File: src/verilog/pmbus_limit_pkg.sv
package pmbus_limit_pkg;

  // command codes seen on the transaction port
  localparam logic [7:0] CMD_CLEAR_FAULTS = 8'h03;
  localparam logic [7:0] CMD_STORE_ALL = 8'h11;
  localparam logic [7:0] CMD_STOP_THRESH = 8'h36;
  localparam logic [7:0] CMD_CURR_OFFSET = 8'h39;
  localparam logic [7:0] CMD_OV_LIMIT = 8'h40;

  // linear word layout: exponent above, mantissa below
  localparam int EXP_LSB = 11;
  localparam int MANT_W = 11;
  localparam int SIGN_BIT = 10;
  localparam int OFFS_LOW_W = 6;
  localparam int OFFS_EXT_W = 4;
  localparam int STOP_W = 5;
  localparam int STOP_PAD_W = MANT_W - STOP_W;

  // input stop threshold, quarter-volt counts
  localparam logic [4:0] STOP_EXP = 5'h1e;
  localparam int STOP_EXP_VAL = -2;
  localparam logic [4:0] STOP_MIN = 5'h10;
  localparam logic [4:0] STOP_MAX = 5'h1e;
  localparam logic [4:0] STOP_RESET = 5'h10;
  localparam logic [4:0] START_MIN = 5'h11;
  localparam logic [4:0] START_MAX = 5'h1f;

  // current offset trim, 62.5 mA counts
  localparam logic [4:0] OFFS_EXP = 5'h1c;
  localparam logic [5:0] OFFS_LOW_RESET = 6'h00;

  // overvoltage trip limit, exponent -9 implied
  localparam logic [15:0] OV_RESET = 16'h0290;
  localparam logic [18:0] OV_CEIL_X4 = 19'h0e68; // 922 scaled by the ratio's quarter units
  localparam logic [15:0] NV_KEEP_MASK = 16'hfff0;

  // one command from the serial front end
  typedef struct packed {
    logic write;
    logic [7:0] code;
    logic [15:0] data;
  } cmd_t;

  // image handed to non-volatile storage
  typedef struct packed {
    logic [15:0] stop_word;
    logic [15:0] offset_word;
    logic [15:0] ov_word;
  } nv_image_t;

endpackage : pmbus_limit_pkg

File: src/verilog/pmbus_limit_config_regs.sv
`timescale 1ns/1ps
// Function
// - in-range stop writes round to quarter volt
// - out-of-range stop write flags, alerts, keeps value
// - stop mantissa valid only 16 to 30
// - stop below start, else reject
// - stop word: 5-bit exponent, 11-bit mantissa
// - stop exponent reads constant minus two
// - stop mantissa resets to 16
// - store-all copies three registers to nonvolatile
// - overvoltage limit loses low four bits stored
// - offset corrects current reading and thresholds
// - offset 62.5 mA steps, resets zero
// - offset writes wrap silently, never flagged
// - offset exponent minus four, sign extended
// - bad overvoltage write flags and alerts
// - limit above warning, below 922 over ratio
// - overvoltage limit unsigned, exponent minus nine
// - overvoltage limit resets to 656
// - start threshold range 17 to 31
module pmbus_limit_config_regs
  import pmbus_limit_pkg::*;
(
  input wire logic clk,
  input wire logic nrst,
  input wire logic cmd_valid,
  input wire cmd_t cmd,
  input wire logic [4:0] input_start_threshold,
  input wire logic [15:0] overvoltage_warning_limit,
  input wire logic [2:0] feedback_divider_ratio,
  input wire logic [15:0] output_current_raw,
  input wire logic [15:0] overcurrent_trip_raw,
  input wire logic [15:0] overcurrent_warning_raw,
  output logic rd_valid_q,
  output logic [15:0] rd_data_q,
  output logic cml_flag_q,
  output logic ivd_flag_q,
  output logic smbalert_out_q,
  output logic smbalert_oe_n_q,
  output logic nv_store_q,
  output nv_image_t nv_image_q,
  output logic [15:0] output_current_reading_q,
  output logic [15:0] overcurrent_trip_limit_q,
  output logic [15:0] overcurrent_warning_limit_q
);

  logic [4:0] stop_q;
  logic offs_sign_q;
  logic [5:0] offs_low_q;
  logic [15:0] ov_q;

  logic [15:0] stop_word;
  logic [15:0] offset_word;
  logic [15:0] offset_ext;
  logic [4:0] start_eff;
  logic wr_stop, wr_offs, wr_ov, rd_cmd, do_store, do_clear;
  logic stop_ok, ov_ok, bad_write;
  logic [4:0] stop_new;
  logic [18:0] ov_scaled;
  logic cml_d, ivd_d;

  // convert a linear word into quarter-volt counts, rounding half up
  function automatic int to_quarter(input logic [15:0] w);
    int e;
    int m;
    int s;
    int r;
    e = int'($signed(w[15:EXP_LSB]));
    m = int'($signed(w[MANT_W-1:0]));
    s = e - STOP_EXP_VAL;
    if (s >= 0) begin
      r = m <<< s;
    end else begin
      r = (m + (1 <<< (-s - 1))) >>> (-s);
    end
    return r;
  endfunction : to_quarter

  // command decode
  assign wr_stop = cmd_valid && cmd.write && (cmd.code == CMD_STOP_THRESH);
  assign wr_offs = cmd_valid && cmd.write && (cmd.code == CMD_CURR_OFFSET);
  assign wr_ov = cmd_valid && cmd.write && (cmd.code == CMD_OV_LIMIT);
  assign do_store = cmd_valid && cmd.write && (cmd.code == CMD_STORE_ALL);
  assign do_clear = cmd_valid && cmd.write && (cmd.code == CMD_CLEAR_FAULTS);
  assign rd_cmd = cmd_valid && !cmd.write;

  // assembled read words with fixed fields
  assign stop_word = {STOP_EXP, {STOP_PAD_W{1'b0}}, stop_q};
  assign offset_word = {OFFS_EXP, offs_sign_q, {OFFS_EXT_W{offs_sign_q}}, offs_low_q};
  assign offset_ext = {{(16 - OFFS_LOW_W){offs_sign_q}}, offs_low_q};

  // start threshold held inside its own legal span
  always_comb begin
    start_eff = input_start_threshold;
    if (input_start_threshold < START_MIN) begin
      start_eff = START_MIN;
    end
    if (input_start_threshold > START_MAX) begin
      start_eff = START_MAX;
    end
  end

  // range and ordering checks for the checked registers
  always_comb begin
    int q;
    q = to_quarter(cmd.data);
    stop_ok = (q >= int'(STOP_MIN)) && (q <= int'(STOP_MAX));
    stop_new = stop_ok ? q[STOP_W-1:0] : stop_q;
    if (stop_ok && (stop_new >= start_eff)) begin
      stop_ok = 1'b0;
    end
    ov_scaled = 19'(cmd.data) * 19'(feedback_divider_ratio);
    ov_ok = (cmd.data > overvoltage_warning_limit) && (ov_scaled < OV_CEIL_X4);
    bad_write = (wr_stop && !stop_ok) || (wr_ov && !ov_ok);
  end

  // stop threshold storage
  always_ff @(posedge clk or negedge nrst) begin
    if (!nrst) begin
      stop_q <= STOP_RESET;
    end else if (wr_stop && stop_ok) begin
      stop_q <= stop_new;
    end
  end

  // offset trim storage: only sign and low bits are kept, so writes wrap
  always_ff @(posedge clk or negedge nrst) begin
    if (!nrst) begin
      offs_sign_q <= 1'b0;
      offs_low_q <= OFFS_LOW_RESET;
    end else if (wr_offs) begin
      offs_sign_q <= cmd.data[SIGN_BIT];
      offs_low_q <= cmd.data[OFFS_LOW_W-1:0];
    end
  end

  // overvoltage trip limit storage
  always_ff @(posedge clk or negedge nrst) begin
    if (!nrst) begin
      ov_q <= OV_RESET;
    end else if (wr_ov && ov_ok) begin
      ov_q <= cmd.data;
    end
  end

  // fault flags: a new fault wins over a clear in the same cycle
  always_comb begin
    cml_d = cml_flag_q;
    ivd_d = ivd_flag_q;
    if (do_clear) begin
      cml_d = 1'b0;
      ivd_d = 1'b0;
    end
    if (bad_write) begin
      cml_d = 1'b1;
      ivd_d = 1'b1;
    end
  end

  always_ff @(posedge clk or negedge nrst) begin
    if (!nrst) begin
      cml_flag_q <= 1'b0;
      ivd_flag_q <= 1'b0;
    end else begin
      cml_flag_q <= cml_d;
      ivd_flag_q <= ivd_d;
    end
  end

  // open-drain alert: pulled low while a fault stays latched
  always_ff @(posedge clk or negedge nrst) begin
    if (!nrst) begin
      smbalert_out_q <= 1'b0;
      smbalert_oe_n_q <= 1'b1;
    end else begin
      smbalert_out_q <= 1'b0;
      smbalert_oe_n_q <= !cml_d;
    end
  end

  // read answers one cycle after the request
  always_ff @(posedge clk or negedge nrst) begin
    if (!nrst) begin
      rd_valid_q <= 1'b0;
      rd_data_q <= 16'h0000;
    end else begin
      rd_valid_q <= rd_cmd;
      if (rd_cmd) begin
        unique case (cmd.code)
          CMD_STOP_THRESH: rd_data_q <= stop_word;
          CMD_CURR_OFFSET: rd_data_q <= offset_word;
          CMD_OV_LIMIT: rd_data_q <= ov_q;
          default: rd_data_q <= 16'h0000; // unmapped codes read zero
        endcase
      end
    end
  end

  // store-all snapshot, low bits of the limit are not kept
  always_ff @(posedge clk or negedge nrst) begin
    if (!nrst) begin
      nv_store_q <= 1'b0;
      nv_image_q <= '0;
    end else begin
      nv_store_q <= do_store;
      if (do_store) begin
        nv_image_q.stop_word <= stop_word;
        nv_image_q.offset_word <= offset_word;
        nv_image_q.ov_word <= ov_q & NV_KEEP_MASK;
      end
    end
  end

  // offset correction of reading and both thresholds
  always_ff @(posedge clk or negedge nrst) begin
    if (!nrst) begin
      output_current_reading_q <= 16'h0000;
      overcurrent_trip_limit_q <= 16'h0000;
      overcurrent_warning_limit_q <= 16'h0000;
    end else begin
      output_current_reading_q <= output_current_raw + offset_ext;
      overcurrent_trip_limit_q <= overcurrent_trip_raw + offset_ext;
      overcurrent_warning_limit_q <= overcurrent_warning_raw + offset_ext;
    end
  end
endmodule : pmbus_limit_config_regs

File: config.mk
export PLATFORM = sky130hd
export DESIGN_NAME = pmbus_limit_config_regs
export DESIGN_NICKNAME = d
export VERILOG_FILES = /design/src/verilog/pmbus_limit_pkg.sv /design/src/verilog/pmbus_limit_config_regs.sv
export SDC_FILE = /design/constraint.sdc
export NUM_CORES = 1
export LEC_CHECK = 0
export BUFFER_PORTS_ARGS = -buffer_cell sky130_fd_sc_hd__buf_4
export CORE_MARGIN = 3
export CORE_UTILIZATION = 35
export CTS_CLUSTER_DIAMETER = 150
export DETAILED_ROUTE_END_ITERATION = 7
export RECOVER_POWER = 100
export SLEW_MARGIN = 10
export SYNTH_ARGS = -nofsm -noshare
export SYNTH_HDL_FRONTEND = slang
export SYNTH_SLANG_ARGS = --single-unit
File: constraint.sdc
create_clock -name clk -period 3.66 [get_ports clk]
set_input_delay 0.732 -clock clk [delete_from_list [all_inputs] [get_ports clk]]
set_output_delay 0.732 -clock clk [all_outputs]
set_load 0.02 [all_outputs]
# Word level (Yosys, flattened, before mapping)
# Cells that the tools add are included.
[totals]
register_bits = 127
[op_classes]
n_lt_le_gt_ge = 8
muxes = 10
n_eq_ne = 5
n_addsub = 7
shift = 3
n_reduce_logical = 20
mul = 1
[ops]
columns = ["cell", "count"]
rows = [
  ["16-bit adder", 3],
  ["16-bit one-hot mux with 3 select lines", 1],
  ["11-bit by 32-bit adder with 32-bit output", 1],
  ["32-bit by 6-bit >= comparator with 1-bit output (second input constant)", 1],
  ["32-bit by 6-bit <= comparator with 1-bit output (second input constant)", 1],
  ["32-bit 2-to-1 mux", 1],
  ["6-bit negation with 32-bit output", 1],
  ["11-bit by 32-bit <<< shifter with 32-bit output", 1],
  ["2-bit by 32-bit <<< shifter with 32-bit output (first input constant)", 1],
  ["32-bit by 32-bit >>> shifter with 32-bit output", 1],
  ["32-bit by 2-bit subtractor with 32-bit output (second input constant)", 1],
  ["19-bit by 12-bit less-than comparator with 1-bit output (second input constant)", 1],
  ["16-bit by 3-bit multiplier with 19-bit output", 1],
  ["8-bit by 6-bit == test with 1-bit output (second input constant)", 2],
  ["16-bit greater-than comparator", 1],
  ["5-bit 2-to-1 mux", 3],
  ["1-bit logical AND", 14],
  ["8-bit by 2-bit == test with 1-bit output (second input constant)", 1],
  ["8-bit by 5-bit == test with 1-bit output (second input constant)", 1],
  ["8-bit by 7-bit == test with 1-bit output (second input constant)", 1],
  ["6-bit by 1-bit >= comparator with 1-bit output (second input constant)", 1],
  ["5-bit by 2-bit subtractor with 6-bit output (second input constant)", 1],
  ["5-bit >= comparator", 1],
  ["5-bit greater-than comparator (second input constant)", 1],
  ["other kinds (5)", 12],
]

# Longest topological paths before layout
# Gate-level depths: netlist of the first run.
[logic_depth]
word_depth = 18
depth_mapped = 45

# Worst setup path before layout of the first run
# OpenSTA, ideal clock, no wires.
[synth_path]
kind = "in2reg"
from = "input port cmd[11] (netlist bit)"
to = "register stop_q[0]"
setup_slack_ns = -5.661
required_time_ns = 3.535
path_buffers = 4
path_stages = 42
arrival_ns = 9.196
cell_sequence = "buf_6 buf_2 inv_2 buf_1 ha_1 and2b_1 nand3_1 ha_1 nor4b_1 nand3_1 a2111oi_1 a32oi_1 o221ai_1 nor2_1 nand2_1 nor2_1 ha_1 fa_1 [6 not listed] a41oi_1 o211ai_1 o211ai_1 o311ai_0 o21bai_1 a211oi_2 and4b_1 buf_4 mux2_4 ha_1 a21o_1 a21oi_1 nor2b_1 o21ai_0 nand2b_1 nor3b_1 nand4_1 mux2_2"
[synth_between]
elab_chain_cells = 14
word_cells_on_any_way = 17
classes_between = "4 x add/sub; 4 x order compare; 3 x shift; 3 x mux; 3 x reduce/logical"
[synth_rtl]
columns = ["item", "line", "rtl"]
rows = [
  ["start: declaration", "pmbus_limit_config_regs.sv:27", "input wire cmd_t cmd,"],
  ["5-bit by 2-bit subtractor with 6-bit output *", "pmbus_limit_config_regs.sv:70", "s = e - STOP_EXP_VAL;"],
  ["6-bit negation with 32-bit output", "pmbus_limit_config_regs.sv:74", "r = (m + (1 <<< (-s - 1))) >>> (-s);"],
  ["32-bit by 2-bit subtractor with 32-bit output", "pmbus_limit_config_regs.sv:74", ""],
  ["2-bit by 32-bit <<< shifter with 32-bit output", "pmbus_limit_config_regs.sv:74", ""],
  ["11-bit by 32-bit adder with 32-bit output", "pmbus_limit_config_regs.sv:74", ""],
  ["32-bit by 32-bit >>> shifter with 32-bit output", "pmbus_limit_config_regs.sv:74", ""],
  ["32-bit 2-to-1 mux *", "pmbus_limit_config_regs.sv:71", "if (s >= 0) begin"],
  ["32-bit by 6-bit >= comparator with 1-bit output or 32-bit by 6-bit <= comparator with 1-bit output (tied branches)", "pmbus_limit_config_regs.sv:107", "stop_ok = (q >= int'(STOP_MIN)) && (q <= int'(STOP_MAX));"],
  ["1-bit logical AND", "pmbus_limit_config_regs.sv:107", ""],
  ["5-bit 2-to-1 mux *", "pmbus_limit_config_regs.sv:108", "stop_new = stop_ok ? q[STOP_W-1:0] : stop_q;"],
  ["net stop_new[1]", "pmbus_limit_config_regs.sv:58", "logic [4:0] stop_new;"],
  ["5-bit >= comparator *", "pmbus_limit_config_regs.sv:109", "if (stop_ok && (stop_new >= start_eff)) begin"],
  ["1-bit logical AND *", "pmbus_limit_config_regs.sv:109", ""],
  ["1-bit 2-to-1 mux *", "pmbus_limit_config_regs.sv:109", ""],
  ["1-bit logical AND *", "pmbus_limit_config_regs.sv:121", "end else if (wr_stop && stop_ok) begin"],
  ["end signal: assignment", "pmbus_limit_config_regs.sv:122", "stop_q <= stop_new;"],
  ["end: declaration", "pmbus_limit_config_regs.sv:47", "logic [4:0] stop_q;"],
]
# Mark *: on every way through the listed nets, which the timed path passes. The rest lies on a longest branch.
# A chain may end at the register's enable or synchronous reset.

# Worst setup path in the final report of the first run
[layout_path]
from = "input port cmd[12] (netlist bit)"
to = "register stop_q[0]"
[layout_between]
elab_chain_cells = 14
word_cells_on_any_way = 17
classes_between = "4 x add/sub; 4 x order compare; 3 x shift; 3 x mux; 3 x reduce/logical"
[layout_rtl]
columns = ["item", "line"]
rows = [
  ["5-bit by 2-bit subtractor with 6-bit output *", "pmbus_limit_config_regs.sv:70"],
  ["6-bit negation with 32-bit output", "pmbus_limit_config_regs.sv:74"],
  ["32-bit by 2-bit subtractor with 32-bit output", "pmbus_limit_config_regs.sv:74"],
  ["2-bit by 32-bit <<< shifter with 32-bit output", "pmbus_limit_config_regs.sv:74"],
  ["11-bit by 32-bit adder with 32-bit output", "pmbus_limit_config_regs.sv:74"],
  ["32-bit by 32-bit >>> shifter with 32-bit output", "pmbus_limit_config_regs.sv:74"],
  ["32-bit 2-to-1 mux *", "pmbus_limit_config_regs.sv:71"],
  ["32-bit by 6-bit >= comparator with 1-bit output or 32-bit by 6-bit <= comparator with 1-bit output (tied branches)", "pmbus_limit_config_regs.sv:107"],
  ["1-bit logical AND", "pmbus_limit_config_regs.sv:107"],
  ["5-bit 2-to-1 mux", "pmbus_limit_config_regs.sv:108"],
  ["5-bit >= comparator", "pmbus_limit_config_regs.sv:109"],
  ["1-bit logical AND", "pmbus_limit_config_regs.sv:109"],
  ["1-bit 2-to-1 mux", "pmbus_limit_config_regs.sv:109"],
  ["1-bit logical AND", "pmbus_limit_config_regs.sv:121"],
]
# Every way passes the cells marked *; elsewhere a longest branch is shown, timed or not.

==> run_results.csv, run 1 <==
group,metric,value,unit
timing,post-route-worst-setup-slack,-4730,ps
die,dieHeight,206,um
global_route,grt_antenna_before_repair,0,
power_and_ir_drop,cellLeakagePower,9.76,nW
global_route,grt_start_max_net_pins,56,
timing,rsz0062_at_grt,"yes",
critical_path,worstSetupEndpointType,"register",
cells_and_area,insertedDiodeCount,0,
clock_network,cts_tree,"done",
logic_synthesis,synth_fa_ha_area_share,13.8,%
timing,finalCritPeriodShare,229,%
critical_path,worstPathMaxFanout,5,
timing,period_minus_slack,8390,ps
logic_synthesis,synth-edff-count,0,
placement,port_buffers,203,
global_route,first_global_vias,15867,
cells_and_area,layout.core_utilization,53.2,%
logic_synthesis,ys_seq_elements,122,
logic_synthesis,ys_warn_count,0,
clock_network,clock_latency,420,ps
die,die_area,42400,um2
cells_and_area,multi_input_area,11200,um2
critical_path,cp_data_required_time,3960,ps
clock_network,clock_tree.htree_level_count,4,
placement,preCtsSetupSlack,-6080,ps
timing,slew_headroom,-9.67,%
logic_synthesis,synth_top_family_by_area,"compound AO/OA/AOI/OAI gates",
route,route.detailed.wl_per_inst,18.9,um
route,drt_drc_violations_left,0,
route,route.vias.total,16207,
clock_network,clk_path_buf_depth,2,
cells_and_area,mostFrequentLayoutCells,"543 x sky130_fd_sc_hd__buf_4, 217 x sky130_fd_sc_hd__nand2_1, 155 x sky130_fd_sc_hd__nor2_1",
global_route,grt_pass1_wl,85300,um
cells_and_area,filler_cell_count,3777,
die,start_util,35.8,%
critical_path,worstSetupPathType,"primary input to register",
cells_and_area,layout_commonest_cell,"sky130_fd_sc_hd__buf_4",
cells_and_area,drive_gt1_share,35.8,%
timing,slew_limit_fails,31,
timing,setup_viol,24,
logic_synthesis,synth-main-ff-cell,"sky130_fd_sc_hd__dfrtp_1",
route,first_iter_violations,1182,
logic_synthesis,synth_area_per_cell,7.80,um2
critical_path,worst_ep_arrival_time,8690,ps
die,core_region_area,39100,um2
critical_path,worst_path_max_delay_cell,"sky130_fd_sc_hd__and4b_2",
timing,final-hold-violation-count,0,
cells_and_area,area_used_by_sequential_logic_in_the_layout,3060,um2
clock_network,number_of_hold_buffers_added_after_cts,0,
power_and_ir_drop,power_density_over_cell_area,245,nW/um2
placement,detailed_place_hpwl,43700,um
route,drt_wl_total,55300,um
critical_path,worst-path-buf-inv,8,
critical_path,timing.critical_path.max_delay_family,"simple AND/OR/NAND/NOR gates",
critical_path,crit_path_max_incr_delay,340,ps
clock_network,cts.sinks,122,
clock_network,cts_made_buffers,17,
logic_synthesis,async_reset_ff_share,100,%
global_route,globalRouteOverflowTotal,0,
power_and_ir_drop,vdd_drop_max,0.296,mV
timing,max_slew.worst_pin.slew,1650,ps
clock_network,clkSlewWorstSetupHoldPaths,60,ps
clock_network,clockRootBuffer,"sky130_fd_sc_hd__clkbuf_16",
logic_synthesis,post_synth_inst_count,1795,
placement,routabilityCongestion,0.949,
die,number_of_ports_placed_on_the_die_boundary,218,
timing,maxClockFrequency,0.119,GHz
die,die_x,206,um
global_route,grtUsageTotal,25.0,%
outcome,result_of_the_run,"finished, violations left",
outcome,failing_checks,"capacitance limit, slew limit, setup timing",
logic_synthesis,post_synth_xor_area_fraction,4.29,%
die,number_of_cell_rows,72,
cells_and_area,syn_to_final_growth,48.4,%
logic_synthesis,netlist_area,14000,um2
logic_synthesis,synth_compound_gate_area_share,26.2,%
worst_hold_path,min-delay-path-class,"register to register",
critical_path,launching_element_type_of_the_critical_path,"primary input",
route,via_per_inst,5.53,
logic_synthesis,post_synth_mux_area_share,5.37,%
cells_and_area,finalNetCount,2642,
logic_synthesis,simple_logic_cell_fraction_of_the_synthesized_area,21.3,%
critical_path,cpMostUsedCell,"sky130_fd_sc_hd__buf_4",
timing,hold-worst-slack,475,ps
route,drt_pass1_iterations,7,
flow_run,timing.max_cap.violations,1,
logic_synthesis,synth_seq_area_share,21.9,%
logic_synthesis,cell_variety_after_synth,105,
route,antenna_violating_nets_post_route,0,
timing,timing.clock.skew,5.87,ps
## repair_timing
| item | 4_1_cts | 5_1_grt |
|---|---|---|
| cloned | 1 | 0 |
| setup buffers | 34 | 16 |
| setup endpoints to repair | 24 | 29 |
| resized for setup | 155 | 91 |
| pin swaps | 75 | 40 |
## flip-flops by register name, indices dropped and copies added (netlist names), 5 cells and up
| signal | count |
|---|---|
| nv_image_q | 25 |
| stop_q | 5 |
| output_current_reading_q | 16 |
| rd_data_q | 16 |
| overcurrent_trip_limit_q | 16 |
| ov_q | 16 |
| overcurrent_warning_limit_q | 16 |
| offs_low_q | 6 |
## kinds of logic (layout without fill, tap and decap cells)
| kind of cell | count (synthesis) | in the layout |
|---|---|---|
| simple gates | 641 | 642 |
| xor+xnor | 66 | 66 |
| other cells | 1 | 15 |
| flops | 122 | 122 |
| fa+ha+maj | 143 | 143 |
| compound gates | 529 | 529 |
| buf+inv | 228 | 830 |
| mux | 65 | 65 |
## metal layers
| layer | up-vias | track usage (%) | share of wire (%) |
|---|---|---|---|
| met2 | 577 | 44.6 | 49 |
| li1 | 7733 | - | - |
| met4 | 0 | 8.00 | 3.0 |
| met3 | 103 | 2.74 | 5.8 |
| met5 | - | 0 | 0 |
| met1 | 7794 | 31.7 | 42 |
## final timing paths
kind | startpoint | to | slack, ps | cells after the start
worst max register to register | offs_low_q[0] | overcurrent_warning_limit_q[14] | 100 | 17
worst min register to register | nv_image_q[13] | nv_image_q[13] | 480 | 2
min in group asynchronous | nrst | overcurrent_warning_limit_q[12] | 720 | 1
max in group asynchronous | nrst | nv_image_q[10] | 830 | 2
worst max-delay path | cmd[12] | stop_q[0] | -4730 | 44
worst min-delay path | nv_image_q[13] | nv_image_q[13] | 480 | 2
## report_power, final
part	switching (W)	internal (W)
logic	0.00110	0.000843
registers	0.0000286	0.00141
clock network	0.000664	0.00104
total	0.00179	0.00329
## layout make-up
| class | instances | share of cell area (%) |
|---|---|---|
| timing repair buffer | 684 | 23.5 |
| tap | 518 | 3.12 |
| clock buffer | 18 | 2.11 |
| multi-input combinational | 1460 | 53.7 |
| clock inverter | 14 | 0.783 |
| inverter | 114 | 2.11 |
| sequential | 122 | 14.7 |
## cell usage after synthesis, drive strengths merged, types with 20 or more instances
master	instances	area, um2
nand2	233	882
nor2	171	649
a21oi	132	672
ha	124	1550
dfrtp	117	2930
inv	112	420
o21ai	100	500
nand3	64	320
buf	57	362
clkbuf	57	216
xnor2	48	443
nor3	40	205
mux2	36	420
o211ai	34	260
a211oi	28	240
a21o	27	203
mux2i	26	264
a31oi	21	131
nand4	20	125
## stage by stage
stage / cell area [um2] / instances / TNS, ps / total power [W]
final: 20800 / 2930 / -47190 / 0.00508
after CTS: 20700 / 2914 / -46730 / 0.00508
after global placement: 19100 / 2849 / -69730 / 0.00325
after detailed placement: 19100 / 2849 / -72300 / 0.00328
after floorplan: 14300 / 1809 / -54220 / 0.00242
after global routing: 20800 / 2930 / -55320 / 0.00534
## worst min-delay path, cell delays in order, from the launching register on
cell	delay [ps]
sky130_fd_sc_hd__dfrtp_1	340
sky130_fd_sc_hd__nand2_1	50
sky130_fd_sc_hd__nand2_1	50
Note: power is estimated with default switching activity, not from simulation.
==> inputs of run 2 (changes only) <==
==> constraint.sdc (replaced) <==
create_clock -name clk -period 9.3 [get_ports clk]
set_input_delay 1.86 -clock clk [delete_from_list [all_inputs] [get_ports clk]]
set_output_delay 1.86 -clock clk [all_outputs]
set_load 0.02 [all_outputs]
==> run 2 against run 1 <==
The flow still finishes with violations (capacitance limit, slew limit, setup timing). Combinational power is 64% lower. Cell count is 4.9% lower. Largest power group unchanged. Clock-buffer cell count is 1 lower. Die area stayed put. Core utilization is 3.3 points lower. Sequential power is 61% lower. Design area is 6.2% lower.
==> run_results.csv, run 2 (same netlist as run 1, synthesis figures left out) <==
group,metric,value,unit
placement,routabilityCongestion,0.961,
cells_and_area,layout.core_utilization,49.8,%
power_and_ir_drop,vdd_drop_max,0.115,mV
timing,setup_total_negative_slack,-509,ps
global_route,first_global_vias,15140,
worst_hold_path,timing.hold.worst_path_depth,2,
cells_and_area,mostFrequentLayoutCells,"413 x sky130_fd_sc_hd__buf_4, 219 x sky130_fd_sc_hd__nand2_1, 159 x sky130_fd_sc_hd__nor2_1",
critical_path,worst_ep_arrival_time,9750,ps
timing,timing.clock.skew,11.1,ps
global_route,grt_start_max_net_pins,65,
clock_network,clkSlewWorstSetupHoldPaths,60,ps
route,drt_wl_total,53600,um
timing,slew_limit_fails,159,
die,core_region_area,39100,um2
critical_path,setup.reg_to_reg.worst_slack,5560,ps
clock_network,clockRootBuffer,"sky130_fd_sc_hd__clkbuf_16",
global_route,grt.met2_usage,42.7,%
timing,post-route-worst-setup-slack,-136,ps
placement,detailed_place.area,18100,um2
timing,slew_headroom,-131,%
outcome,result_of_the_run,"finished, violations left",
route,antenna_violating_nets_post_route,0,
route,drt_pass1_iterations,6,
critical_path,worst_r2r_path_depth,17,
timing,maxClockFrequency,0.106,GHz
die,dieHeight,206,um
worst_hold_path,min-delay-path-class,"register to register",
timing,period_minus_slack,9440,ps
die,die_area,42400,um2
cells_and_area,largest_reg_flops,25,
route,first_iter_violations,1102,
flow_run,timing.max_cap.violations,3,
cells_and_area,largest_register,"nv_image_q",
power_and_ir_drop,cellLeakagePower,9.09,nW
power_and_ir_drop,power_density_over_cell_area,98.4,nW/um2
clock_network,clock_tree.htree_level_count,4,
placement,detailed_place_hpwl,41900,um
placement,port_buffers,203,
die,number_of_cell_rows,72,
clock_network,clock_latency,430,ps
timing,finalCritPeriodShare,101,%
cells_and_area,filler_cell_count,3869,
global_route,grt.met3_usage,2.44,%
critical_path,startpoint_of_the_most_critical_setup_path,"cmd[12]",
route,drt_drc_violations_left,0,
timing,max_slew.worst_pin.slew,3460,ps
die,number_of_ports_placed_on_the_die_boundary,218,
cells_and_area,layout_commonest_cell,"sky130_fd_sc_hd__buf_4",
clock_network,cts_tree,"done",
critical_path,crit_path_max_incr_delay,600,ps
worst_hold_path,worst_hold_launch,"nv_image_q[15]",
critical_path,rr_startpoint,"offs_low_q[0]",
clock_network,cts_made_buffers,17,
cells_and_area,postLayoutCellArea,19500,um2
critical_path,r2r_end,"output_current_reading_q[14]",
die,start_util,35.8,%
global_route,top_usage_layer,"met2",
critical_path,worstSetupEndpointType,"register",
clock_network,clk_path_buf_depth,2,
critical_path,launching_element_type_of_the_critical_path,"primary input",
critical_path,cp_data_required_time,9610,ps
route,route.detailed.wl_per_inst,19.2,um
route,route.vias.total,15581,
cells_and_area,syn_to_final_growth,39.2,%
critical_path,worstSetupPathType,"primary input to register",
timing,final-hold-violation-count,0,
cells_and_area,insertedDiodeCount,0,
global_route,grt_pass1_wl,82800,um
global_route,globalRouteOverflowTotal,0,
timing,setup_viol,6,
clock_network,number_of_hold_buffers_added_after_cts,0,
global_route,grt_antenna_before_repair,0,
cells_and_area,drive_gt1_share,30.6,%
clock_network,cts.sinks,122,
timing,rsz0062_at_grt,"yes",
global_route,globalRouteMet1Util,32.0,%
die,die_x,206,um
critical_path,worstPathMaxFanout,7,
cells_and_area,finalNetCount,2499,
outcome,failing_checks,"capacitance limit, slew limit, setup timing",
critical_path,worst_path_max_delay_cell,"sky130_fd_sc_hd__or4_4",
global_route,grtUsageTotal,24.4,%
critical_path,worstSetupEndpoint,"stop_q[0]",
route,via_per_inst,5.59,
run 2: cell types whose count changed in the layout (fill, tap and decap cells not counted), moves of 4 or more:
| cell | change |
|---|---|
| sky130_fd_sc_hd__buf_8 | -4 |
| sky130_fd_sc_hd__clkinvlp_4 | -4 |
| sky130_fd_sc_hd__buf_6 | -9 |
| sky130_fd_sc_hd__nor2_1 | +4 |
| sky130_fd_sc_hd__a21oi_2 | -6 |
| sky130_fd_sc_hd__ha_1 | +5 |
| sky130_fd_sc_hd__a21oi_1 | +6 |
| sky130_fd_sc_hd__ha_4 | -5 |
| sky130_fd_sc_hd__buf_4 | -130 |
| sky130_fd_sc_hd__o21ai_0 | +4 |
run 2: how the worst min path moves through the flow:
stage                          end  slack [ps]
floorplan           nv_image_q[11]         450
global placement     nv_image_q[5]         460
detailed placement   nv_image_q[5]         460
CTS                  nv_image_q[5]         480
global route        nv_image_q[15]         490
finish              nv_image_q[15]         470
run 2: critical path, delay by kind of cell:
| family | cells | cell delay (ps) |
|---|---|---|
| compound gates | 13 | 2690 |
| fa+ha+maj | 4 | 1100 |
| buf+inv | 4 | 620 |
| mux | 2 | 490 |
| simple gates | 17 | 2970 |
run 2: repair_timing:
action / 4_1_cts / 5_1_grt
resized for setup: 134 / 56
setup buffers: 25 / 12
endpoints found under the setup margin: 8 / 8
pin swaps: 78 / 25
cloned: 1 / 0
run 2: layout make-up:
cell class / instances / area, um2 / area share, %
multi-input cells: 1460 / 11100 / 56.7
well taps: 518 / 648 / 3.33
inverters: 114 / 438 / 2.25
clock buffers: 17 / 425 / 2.18
repair buffers: 541 / 3710 / 19.0
flip-flops and latches: 122 / 3060 / 15.7
clock inverters: 15 / 153 / 0.783
run 2: routing by layer:
metal	vias up	part of all wire, %	wire [um]
li1	7459	-	-
met1	7479	43	23000
met2	561	48	25800
met3	82	6.3	3350
met4	0	2.6	1380
met5	-	0	0
run 2: per-stage QoR:
stage                     hold slack (ps)  setup WS (ps)  total power [W]  std cells
final                                 472           -136          0.00192       2787
after global routing                  490           -432          0.00202       2787
after CTS                             479           9.11          0.00193       2775
after detailed placement              464          -1580          0.00124       2719
after global placement                460          -1380          0.00123       2719
after floorplan                       455           -400         0.000953       1809
run 2: report_power, final:
part / switching, W / internal [W]
Clock: 0.000270 / 0.000378
Combinational: 0.000415 / 0.000288
Sequential: 0.0000120 / 0.000554
